`config.mk`:
```
export PLATFORM = sky130hd
export DESIGN_NAME = level_ref_adc_control
export DESIGN_NICKNAME = d
export VERILOG_FILES = /design/src/level_ref_adc_pkg.sv /design/src/pin_sync.sv /design/src/level_ref_adc_control.sv
export SDC_FILE = /design/constraint.sdc
export NUM_CORES = 1
export LEC_CHECK = 0
export BUFFER_PORTS_ARGS = -buffer_cell sky130_fd_sc_hd__clkbuf_2
export CORE_MARGIN = 1
export CORE_UTILIZATION = 30
export CTS_BUF_LIST = sky130_fd_sc_hd__clkbuf_4
export CTS_CLUSTER_SIZE = 24
export DETAILED_ROUTE_END_ITERATION = 7
export GPL_TIMING_DRIVEN = 0
export PLACE_DENSITY = 0.56
export SETUP_SLACK_MARGIN = 0.4
export SLEW_MARGIN = 10
export SYNTH_ARGS = -nofsm -noshare
export SYNTH_HDL_FRONTEND = slang
export SYNTH_SLANG_ARGS = --single-unit
```
`constraint.sdc`:
```
create_clock -name clk -period 3.6 [get_ports clk]
set_clock_uncertainty 0.1 [all_clocks]
set_input_delay 0.36 -clock clk [delete_from_list [all_inputs] [get_ports clk]]
set_output_delay 0.36 -clock clk [all_outputs]
set_load 0.01 [all_outputs]
```
`src/level_ref_adc_pkg.sv`:
```
// Purpose: shared constants and types for the leveling-board converter control
// Assumes: 40 MHz system clock, synchronous active-high reset
// Notes: bus bit positions and reset images are fixed here and used everywhere
package level_ref_adc_pkg;

	// clock rate and converter clock half period
	localparam int unsigned CLK_PERIOD_PS = 25000;
	localparam int unsigned ADC_CLK_HALF_NS = 500;
	localparam int unsigned ADC_CLK_HALF_CYC_RAW = (ADC_CLK_HALF_NS * 1000) / CLK_PERIOD_PS;
	localparam int unsigned ADC_CLK_HALF_CYC = (ADC_CLK_HALF_CYC_RAW < 1) ? 1 :
		ADC_CLK_HALF_CYC_RAW;
	localparam int unsigned HALF_CNT_W = 8;
	localparam logic [HALF_CNT_W-1:0] HALF_LAST = HALF_CNT_W'(ADC_CLK_HALF_CYC - 1);

	// converter code width and bus width
	localparam int unsigned CODE_W = 10;
	localparam int unsigned BUS_W = 12;
	localparam int unsigned HOLD_W = 6;
	localparam logic [CODE_W-1:0] CODE_RESET = 10'h000;

	// converter control latch field positions on the data bus
	localparam int unsigned CTL_CONT_N_BIT = 0;
	localparam int unsigned CTL_INHIBIT_N_BIT = 1;
	localparam int unsigned CTL_CHAN_LSB = 2;
	localparam int unsigned CHAN_W = 3;
	localparam int unsigned CTL_MASK_BIT = 5;

	// completion timer: pulses allowed after the input settles inside the window
	localparam int unsigned SETTLE_PULSES = 8;
	localparam int unsigned SETTLE_W = 4;
	localparam logic [SETTLE_W-1:0] SETTLE_LAST = SETTLE_W'(SETTLE_PULSES - 1);

	// latched control bits
	typedef struct packed {
		logic continuous_convert_n;
		logic conversion_inhibit_n;
		logic [CHAN_W-1:0] input_channel_select;
		logic request_mask;
	} ctl_s;

	// reset image: not continuous, conversions inhibited, select bits low so channel 7, requests enabled
	localparam ctl_s CTL_RESET = '{
		continuous_convert_n: 1'b1,
		conversion_inhibit_n: 1'b0,
		input_channel_select: 3'h0,
		request_mask: 1'b0
	};

	// pins arriving from outside the clock domain
	typedef struct packed {
		logic level_code_write_strobe_n;
		logic sweep_code_write_strobe_n;
		logic converter_control_write_strobe_n;
		logic result_read_hold_n;
		logic detector_valid_enable;
		logic outside_window_n;
		logic [BUS_W-1:0] data_bus;
	} pins_s;

	localparam int unsigned PINS_W = $bits(pins_s);
	// idle pin image: strobes high, detector valid by pull-up, inside window
	localparam pins_s PINS_IDLE = '{
		level_code_write_strobe_n: 1'b1,
		sweep_code_write_strobe_n: 1'b1,
		converter_control_write_strobe_n: 1'b1,
		result_read_hold_n: 1'b1,
		detector_valid_enable: 1'b1,
		outside_window_n: 1'b1,
		data_bus: 12'h000
	};

endpackage : level_ref_adc_pkg

```
`src/pin_sync.sv`:
```
// Purpose: three-stage pin synchroniser with agreement filter
// Assumes: inputs are asynchronous to clk
// Notes: output changes only once stages two and three agree
`timescale 1ns/1ps
module pin_sync #(
	parameter int unsigned W = level_ref_adc_pkg::PINS_W,
	parameter logic [W-1:0] IDLE = '0
) (
	input wire logic clk,
	input wire logic rst,
	input wire logic [W-1:0] pin_in,
	output logic [W-1:0] pin_out
);

	logic [W-1:0] s1_ff;
	logic [W-1:0] s2_ff;
	logic [W-1:0] s3_ff;
	logic [W-1:0] out_ff;

	// shift chain, first stage read only by the second
	always_ff @(posedge clk) begin
		if (rst) begin
			s1_ff <= IDLE;
			s2_ff <= IDLE;
			s3_ff <= IDLE;
		end else begin
			s1_ff <= pin_in;
			s2_ff <= s1_ff;
			s3_ff <= s2_ff;
		end
	end

	// per-bit agreement filter
	genvar i;
	generate
		for (i = 0; i < W; i++) begin : g_bit
			always_ff @(posedge clk) begin
				if (rst) begin
					out_ff[i] <= IDLE[i];
				end else if (s2_ff[i] == s3_ff[i]) begin
					out_ff[i] <= s3_ff[i];
				end
			end
		end
	endgenerate

	assign pin_out = out_ff;

endmodule : pin_sync

```
`src/level_ref_adc_control.sv`:
```
// Purpose: code latches, converter control latch and converter clock gating
// Assumes: all bus pins and strobes are asynchronous and pass the pin synchroniser
// Notes: the free-running RC oscillator is modelled as a divider on clk
// Notes: every pin reaches the logic four to five clk cycles late, so the host
//   must hold strobes and data for at least five cycles on each side of an edge
// Notes: outside_window_n is low while the converter input sits outside the
//   window, which is what starts a conversion; inside the window the timer counts
// Notes: the converter clock always stops with its output high, so a restart
//   begins with a low half, though a disable during a low half cuts that low pulse short
// Notes: code latches take the bus as it stood just before the strobe rose
// Notes: the self-test failure indicator is driven by the processor, not here
//
// What this block does
// level reference code is ten bits, one step is 1/1024 of reference.
// level code captured from data bus by the level write strobe.
// power sweep code has its own latch, same behaviour as level code.
// processor alone switches the self-test failure indicator on and off.
// control latch takes six bus bits when control strobe goes low.
// bits: continuous-convert low, inhibit low, three select low, mask high.
// converter clock runs only with all three enables high, else held high.
// converter clock held disabled while the processor reads the result.
// rising clock at conversion end advances timer; terminal count flags completion.
// clock disabled before next falling edge once completion is flagged.
// latched inhibit low stops the converter clock.
// continuous-convert low enables clock regardless of completion or detector.
// else clock off when run latch reset or detector-valid low.
// detector-valid input high only for valid level; idles high when absent.
// three select bits pick one of eight analog channels.
// channel zero carries detected level, bipolar unity gain.
// channels one to five carry health voltages, offset into converter span.
// channel six carries the modulator level for peaking feedback.
// channel seven is a test point for checking the converter.
// after input enters window clock runs eight more pulses then stops.
// request mask high keeps completion from asserting the service request.
`timescale 1ns/1ps
module level_ref_adc_control (
	input wire logic clk,
	input wire logic rst,
	input wire logic [level_ref_adc_pkg::BUS_W-1:0] data_bus,
	input wire logic level_code_write_strobe_n,
	input wire logic sweep_code_write_strobe_n,
	input wire logic converter_control_write_strobe_n,
	input wire logic result_read_hold_n,
	input wire logic detector_valid_enable,
	input wire logic outside_window_n,
	output logic [level_ref_adc_pkg::CODE_W-1:0] level_code,
	output logic [level_ref_adc_pkg::CODE_W-1:0] power_sweep_code,
	output logic [level_ref_adc_pkg::CHAN_W-1:0] input_channel_select,
	output logic converter_clk,
	output logic service_request_n,
	output logic terminal_count_out,
	output logic conversion_running
);

	typedef enum logic [1:0] {
		OSC_STOPPED,
		OSC_LOW,
		OSC_HIGH
	} osc_e;

	level_ref_adc_pkg::pins_s pins_raw;
	level_ref_adc_pkg::pins_s pins;
	level_ref_adc_pkg::pins_s pins_prev_ff;
	level_ref_adc_pkg::ctl_s ctl_ff;
	level_ref_adc_pkg::ctl_s nxt_ctl;
	logic [level_ref_adc_pkg::CODE_W-1:0] level_code_ff;
	logic [level_ref_adc_pkg::CODE_W-1:0] sweep_code_ff;
	logic [level_ref_adc_pkg::CHAN_W-1:0] chan_ff;
	logic level_write_done;
	logic sweep_write_done;
	logic ctl_write_start;
	logic read_start;
	logic clk_enable;
	logic continuous_term;
	logic gated_term;
	osc_e osc_ff;
	osc_e nxt_osc;
	logic [level_ref_adc_pkg::HALF_CNT_W-1:0] half_cnt_ff;
	logic half_done;
	logic conv_clk_rise;
	logic conv_clk_ff;
	logic [level_ref_adc_pkg::SETTLE_W-1:0] settle_cnt_ff;
	logic settle_terminal;
	logic tc_ff;
	logic run_ff;
	logic srq_n_ff;

	// gather the pins into one bundle
	assign pins_raw = '{
		level_code_write_strobe_n: level_code_write_strobe_n,
		sweep_code_write_strobe_n: sweep_code_write_strobe_n,
		converter_control_write_strobe_n: converter_control_write_strobe_n,
		result_read_hold_n: result_read_hold_n,
		detector_valid_enable: detector_valid_enable,
		outside_window_n: outside_window_n,
		data_bus: data_bus
	};

	// every pin crosses into clk through three stages
	// the bus and strobes share one bundle so all bits see the same delay;
	// a bit only moves once stages two and three agree, which rejects a
	// single-cycle glitch on a strobe line
	pin_sync #(
		.W(level_ref_adc_pkg::PINS_W),
		.IDLE(level_ref_adc_pkg::PINS_IDLE)
	) u_pin_sync (
		.clk(clk),
		.rst(rst),
		.pin_in(pins_raw),
		.pin_out(pins)
	);

	// previous filtered pin image for edge detection
	always_ff @(posedge clk) begin
		if (rst) begin
			pins_prev_ff <= level_ref_adc_pkg::PINS_IDLE;
		end else begin
			pins_prev_ff <= pins;
		end
	end

	// strobe edges: code latches take data at the end of the strobe
	// all four edge detectors start from the idle image, so no false edge after reset;
	// the code latches read the previous bus image, the value that stood while
	// the strobe was still low, so a bus released at the rising edge is harmless
	assign level_write_done = pins.level_code_write_strobe_n &
		~pins_prev_ff.level_code_write_strobe_n;
	assign sweep_write_done = pins.sweep_code_write_strobe_n &
		~pins_prev_ff.sweep_code_write_strobe_n;
	assign ctl_write_start = ~pins.converter_control_write_strobe_n &
		pins_prev_ff.converter_control_write_strobe_n;
	assign read_start = ~pins.result_read_hold_n & pins_prev_ff.result_read_hold_n;

	// level reference code, all ten bits from the bus in one write
	always_ff @(posedge clk) begin
		if (rst) begin
			level_code_ff <= level_ref_adc_pkg::CODE_RESET;
		end else if (level_write_done) begin
			level_code_ff <= pins_prev_ff.data_bus[level_ref_adc_pkg::CODE_W-1:0];
		end
	end

	// power sweep code, separate latch with identical behaviour
	always_ff @(posedge clk) begin
		if (rst) begin
			sweep_code_ff <= level_ref_adc_pkg::CODE_RESET;
		end else if (sweep_write_done) begin
			sweep_code_ff <= pins_prev_ff.data_bus[level_ref_adc_pkg::CODE_W-1:0];
		end
	end

	// decode the six control bits from the bus
	always_comb begin
		nxt_ctl = ctl_ff;
		if (ctl_write_start) begin
			nxt_ctl.continuous_convert_n =
				pins.data_bus[level_ref_adc_pkg::CTL_CONT_N_BIT];
			nxt_ctl.conversion_inhibit_n =
				pins.data_bus[level_ref_adc_pkg::CTL_INHIBIT_N_BIT];
			nxt_ctl.input_channel_select = pins.data_bus[
				level_ref_adc_pkg::CTL_CHAN_LSB +: level_ref_adc_pkg::CHAN_W];
			nxt_ctl.request_mask = pins.data_bus[level_ref_adc_pkg::CTL_MASK_BIT];
		end
	end

	// converter control latch
	always_ff @(posedge clk) begin
		if (rst) begin
			ctl_ff <= level_ref_adc_pkg::CTL_RESET;
		end else begin
			ctl_ff <= nxt_ctl;
		end
	end

	// channel select drives the analog multiplexer; select bits are active low
	// taken from nxt_ctl so the multiplexer moves in the same cycle as the latch
	always_ff @(posedge clk) begin
		if (rst) begin
			chan_ff <= ~level_ref_adc_pkg::CTL_RESET.input_channel_select;
		end else begin
			chan_ff <= ~nxt_ctl.input_channel_select;
		end
	end

	// clock enable terms: read hold, inhibit, continuous or gated
	assign continuous_term = ~ctl_ff.continuous_convert_n;
	assign gated_term = run_ff & pins.detector_valid_enable;
	assign clk_enable = pins.result_read_hold_n
		& ctl_ff.conversion_inhibit_n
		& (continuous_term | gated_term);

	// half period divider stands in for the rc timing
	// the count is cleared whenever the clock is disabled, so every restart
	// yields a low half one clk cycle shorter than a full half period; the rc original tolerates 2:1 drift, so
	// the exact half period is a free choice of the package
	assign half_done = (half_cnt_ff == level_ref_adc_pkg::HALF_LAST);

	always_ff @(posedge clk) begin
		if (rst) begin
			half_cnt_ff <= '0;
		end else if (!clk_enable || half_done) begin
			half_cnt_ff <= '0;
		end else begin
			half_cnt_ff <= half_cnt_ff + 1'b1;
		end
	end

	// oscillator state: stopped high, low half, high half
	// terminal count arrives on a rising edge, so the machine goes straight from
	// the low half to stopped: the output rises and stays high, and no falling
	// edge can follow the completion
	always_comb begin
		nxt_osc = osc_ff;
		unique case (osc_ff)
			OSC_STOPPED: begin
				if (clk_enable) begin
					nxt_osc = OSC_LOW; // output falls at once on enable
				end
			end
			OSC_LOW: begin
				if (!clk_enable) begin
					nxt_osc = OSC_STOPPED;
				end else if (half_done && settle_terminal) begin
					nxt_osc = OSC_STOPPED;
				end else if (half_done) begin
					nxt_osc = OSC_HIGH;
				end
			end
			OSC_HIGH: begin
				if (!clk_enable) begin
					nxt_osc = OSC_STOPPED;
				end else if (half_done) begin
					nxt_osc = OSC_LOW;
				end
			end
			default: begin
				nxt_osc = OSC_STOPPED; // unused code parks the clock high
			end
		endcase
	end

	always_ff @(posedge clk) begin
		if (rst) begin
			osc_ff <= OSC_STOPPED;
		end else begin
			osc_ff <= nxt_osc;
		end
	end

	// converter clock output, high whenever stopped
	always_ff @(posedge clk) begin
		if (rst) begin
			conv_clk_ff <= 1'b1;
		end else begin
			conv_clk_ff <= (nxt_osc != OSC_LOW);
		end
	end

	// one-cycle pulse on each rising edge of the converter clock, except a rise forced by a disable
	assign conv_clk_rise = (osc_ff == OSC_LOW) && clk_enable && half_done;

	// terminal count reached on this rising edge
	assign settle_terminal = conv_clk_rise && pins.outside_window_n
		&& (settle_cnt_ff == level_ref_adc_pkg::SETTLE_LAST)
		&& ctl_ff.continuous_convert_n;

	// completion timer counts rising edges while inside the window
	// leaving the window drops a partial count, so eight fresh pulses follow
	always_ff @(posedge clk) begin
		if (rst) begin
			settle_cnt_ff <= '0;
		end else if (!pins.outside_window_n) begin
			settle_cnt_ff <= '0; // outside: converter still tracking
		end else if (conv_clk_rise) begin
			if (settle_cnt_ff == level_ref_adc_pkg::SETTLE_LAST) begin
				settle_cnt_ff <= '0; // reload after terminal count
			end else begin
				settle_cnt_ff <= settle_cnt_ff + 1'b1;
			end
		end
	end

	// terminal count pulse toward the processor side
	always_ff @(posedge clk) begin
		if (rst) begin
			tc_ff <= 1'b0;
		end else begin
			tc_ff <= settle_terminal;
		end
	end

	// run latch: set when input leaves the window, cleared at terminal count
	// terminal count only fires inside the window, so set and clear never meet
	always_ff @(posedge clk) begin
		if (rst) begin
			run_ff <= 1'b0;
		end else if (!pins.outside_window_n) begin
			run_ff <= 1'b1; // outside window starts a conversion
		end else if (settle_terminal) begin
			run_ff <= 1'b0;
		end
	end

	// service request: completion sets it low, a result read releases it
	// completion wins over a read starting in the same cycle, so a finished
	// conversion is never lost; the mask only blocks new requests and leaves
	// one already standing until the processor reads the result
	always_ff @(posedge clk) begin
		if (rst) begin
			srq_n_ff <= 1'b1;
		end else if (settle_terminal && !ctl_ff.request_mask) begin
			srq_n_ff <= 1'b0;
		end else if (read_start) begin
			srq_n_ff <= 1'b1;
		end
	end

	// outputs straight from flip-flops
	assign level_code = level_code_ff;
	assign power_sweep_code = sweep_code_ff;
	assign input_channel_select = chan_ff;
	assign converter_clk = conv_clk_ff;
	assign service_request_n = srq_n_ff;
	assign terminal_count_out = tc_ff;
	assign conversion_running = run_ff;

endmodule : level_ref_adc_control

```
==> results.sh <==
export IMPL_detail_route_first_pass_iterations=4
export IMPL_syn_mean_instance_area_um2=10.1
export IMPL_cap_violations=0
export IMPL_first_pass_grt_wire_length_um=12100
export IMPL_placed_cell_area_mm2=0.00443
export IMPL_crit_path_cell_trace="ha_1, and4bb_4, nand4b_4, a2111o_1, a21oi_1"
export IMPL_end_kind="register"
export IMPL_route_detailed_vias_per_inst=4.13
export IMPL_critPathLaunchType="register"
export IMPL_die_area_mm2=0.0138
export IMPL_pin_count_of_the_biggest_net_entering_global_routing=17
export IMPL_global_route_usage_total=0.112
export IMPL_critPathKind="reg2reg"
export IMPL_crit_path_max_fanout=9
export IMPL_crit_slowest_cell="sky130_fd_sc_hd__a2111o_1"
export IMPL_synthMostInstantiatedCell="sky130_fd_sc_hd__dfxtp_1"
export IMPL_synth_largest_type_area_fraction=0.627
export IMPL_grt_antenna_before_repair=0
export IMPL_synth_area_leader_cell="sky130_fd_sc_hd__dfxtp_1"
export IMPL_cp_data_required_time_ns=3.92
export IMPL_critPathMaxStageDelay_ns=0.41
export IMPL_area_of_combinational_cells_with_multiple_inputs_mm2=0.00140
export IMPL_clock_latency_ns=0.48
export IMPL_core_area_mm2=0.0128
export IMPL_cts_made_buffers=17
export IMPL_post_synth_instance_area_mm2=0.00399
export IMPL_nNetsFinal=496
export IMPL_synthTopCellsByArea="sky130_fd_sc_hd__dfxtp_1 63%, sky130_fd_sc_hd__nor2b_1 6.9%, sky130_fd_sc_hd__nand2_1 5.3%, sky130_fd_sc_hd__a21oi_1 5.0%, sky130_fd_sc_hd__or2_2 3.9%"
export IMPL_setup_viol=0
export IMPL_globalRoute_totalOverflow=0
export IMPL_cts_root_buf="sky130_fd_sc_hd__clkbuf_4"
export IMPL_die_w_um=117
export IMPL_grt_pass1_vias=2631
export IMPL_tritoncts="done"
export IMPL_clock_fmax_ghz=0.572
export IMPL_ir_worst_vdd_v=0.000184
export IMPL_drt_iter0_drc=128
export IMPL_io_pins=47
export IMPL_report_final_slew_viol_count=0
export IMPL_hold_violations=0
export IMPL_area_growth_synth_to_final_pct=21.6
export IMPL_synth_edff_count=0
export IMPL_cts_sinks=125
export IMPL_die_y_um=117
export IMPL_p_leak_nw=1.91
export IMPL_worst_path_dominant_cell_family="compound AO/OA/AOI/OAI gates"
export IMPL_max_clock_path_buffers=2
export IMPL_power_density_cell_area_mw_per_mm2=489
export IMPL_route_detailed_drc=0
export IMPL_holdCritPathClass="in2reg"
export IMPL_synth_distinct_cells=34
export IMPL_max_slew_worst_pin_slew_ns=0.527
export IMPL_arrival_ns=2.07
export IMPL_io_buffers=44
export IMPL_post_dp_hpwl_um=5070
export IMPL_postSynthRegisterBits=125
export IMPL_synth_yosys_warnings=0
export IMPL_routed_wl_per_cell_um=10.8
export IMPL_setup_repair_after_global_routing_missed_its_margin="no"
export IMPL_synth_cells_most_frequent="125 x sky130_fd_sc_hd__dfxtp_1, 56 x sky130_fd_sc_hd__nand2_1, 44 x sky130_fd_sc_hd__nor2b_1"
export IMPL_num_antenna_cells=0
export IMPL_layout_drive_gt1_share=0.214
export IMPL_timing_setup_tns_ns=0
export IMPL_post_route_min_period_ns=1.75
export IMPL_syn_instance_count=395
export IMPL_outcome="complete, no violations"
export IMPL_layout_filler_cells=1325
export IMPL_rows=41
export IMPL_detail_route_wirelength_um=7120
export IMPL_cts_htree_levels=4
export IMPL_finalWeightedCongestion=0.725
export IMPL_yosys_most_used_dff="sky130_fd_sc_hd__dfxtp_1"
export IMPL_final_cell_area_mm2=0.00486
export IMPL_final_seq_area_mm2=0.00250
export IMPL_synthArstFlopShare=0
export IMPL_part_of_the_yosys_area_used_for_sequential_elements=0.627
export IMPL_final_period_utilization=0.485
export IMPL_buffering_stage_count_on_the_worst_path_with_inverters_included=0
export IMPL_clk_transition_reported_paths_ns=0.10
export IMPL_via_count=2723
export IMPL_drtAntennaViolNets=0
export IMPL_syn_nets=417
export IMPL_initial_core_util=0.311
export IMPL_slew_headroom=0.649
registers in the layout (all words and copies together) (netlist names), 2 cells and up:
name,cells
u_pin_sync.s3_ff,16
u_pin_sync.pin_out,16
settle_cnt_ff,4
ctl_ff,6
power_sweep_code,10
input_channel_select,3
u_pin_sync.s2_ff,16
pins_prev_ff,14
osc_ff,2
level_code,10
half_cnt_ff,8
u_pin_sync.s1_ff,16
per-stage QoR:
step / power, mW / hold slack (ns) / setup slack (ns) / utilization / instances
final: 2.38 / 0.0855 / 1.85 / 0.379 / 659
after global routing: 2.49 / 0.0423 / 1.76 / 0.379 / 659
after CTS: 2.42 / 0.0364 / 1.83 / 0.379 / 659
after detailed placement: 1.50 / 0.297 / 1.50 / 0.345 / 611
after global placement: 1.50 / 0.296 / 1.54 / 0.345 / 611
after floorplan: 1.48 / 0.289 / 1.99 / - / 395
worst register-to-register path: stages, from the launching register on:
cell                       delay [ns]
sky130_fd_sc_hd__dfxtp_1         0.38
sky130_fd_sc_hd__ha_1            0.22
sky130_fd_sc_hd__and4bb_4        0.28
sky130_fd_sc_hd__nand4b_4        0.17
sky130_fd_sc_hd__a2111o_1        0.42
sky130_fd_sc_hd__a21oi_1         0.12
timing repair:
item,CTS,global route
hold buffers,16,0
setup endpoints to repair,0,0
setup buffers,0,0
hold endpoints to repair,16,0
resized for setup,0,0
layout by cell type (no fill, tap or decap), types with 14 or more instances in the layout:
master                          count
sky130_fd_sc_hd__nor2_1            19
sky130_fd_sc_hd__dlygate4sd3_1     16
sky130_fd_sc_hd__nor2b_1           44
sky130_fd_sc_hd__a21oi_1           40
sky130_fd_sc_hd__nand2_1           56
sky130_fd_sc_hd__clkbuf_2          44
sky130_fd_sc_hd__dfxtp_1          125
sky130_fd_sc_hd__or2_2             25
sky130_fd_sc_hd__clkbuf_4          19
sky130_fd_sc_hd__clkbuf_1          14
cells by family after synthesis:
logic type / synth area share
multiplexers: 0.0175
AND/OR/NAND/NOR: 0.227
buffers and inverters: 0.0219
flip-flops: 0.627
adder cells (fa/ha/maj): 0.00626
XOR/XNOR: 0.0132
AO/OA/AOI/OAI: 0.0871
area by class of cell:
type,count,area share
clock inverters,13,0.0258
repair buffers,60,0.0783
plain buffers,17,0.0134
flip-flops and latches,125,0.515
well taps,172,0.0443
clock buffers,19,0.0294
multi-input cells,247,0.289
inverters,6,0.00464
power breakdown:
part | internal (mW) | leakage, nW | switching (mW)
combinational | 0.0349 | 0.752 | 0.0305
sequential | 1.40 | 1.02 | 0.00875
clock | 0.418 | 0.145 | 0.479
total | 1.86 | 1.91 | 0.519
routing by layer:
metal,track usage,vias up,wire length (um)
li1,-,1448,-
met1,0.138,1207,3500
met2,0.173,60,3190
met3,0.0404,8,316
met4,0.0568,0,117
met5,0,-,0
final timing paths:
path | startpoint | end | slack (ns) | cells after the start
max | half_cnt_ff[0] | settle_cnt_ff[3] | 1.85 | 5
max reg2reg | half_cnt_ff[0] | settle_cnt_ff[3] | 1.85 | 5
min reg2reg | u_pin_sync.s1_ff[14] | u_pin_sync.s2_ff[14] | 0.32 | 1
min | rst | converter_clk | 0.09 | 3
No activity file was read; power rests on OpenSTA's default activity.
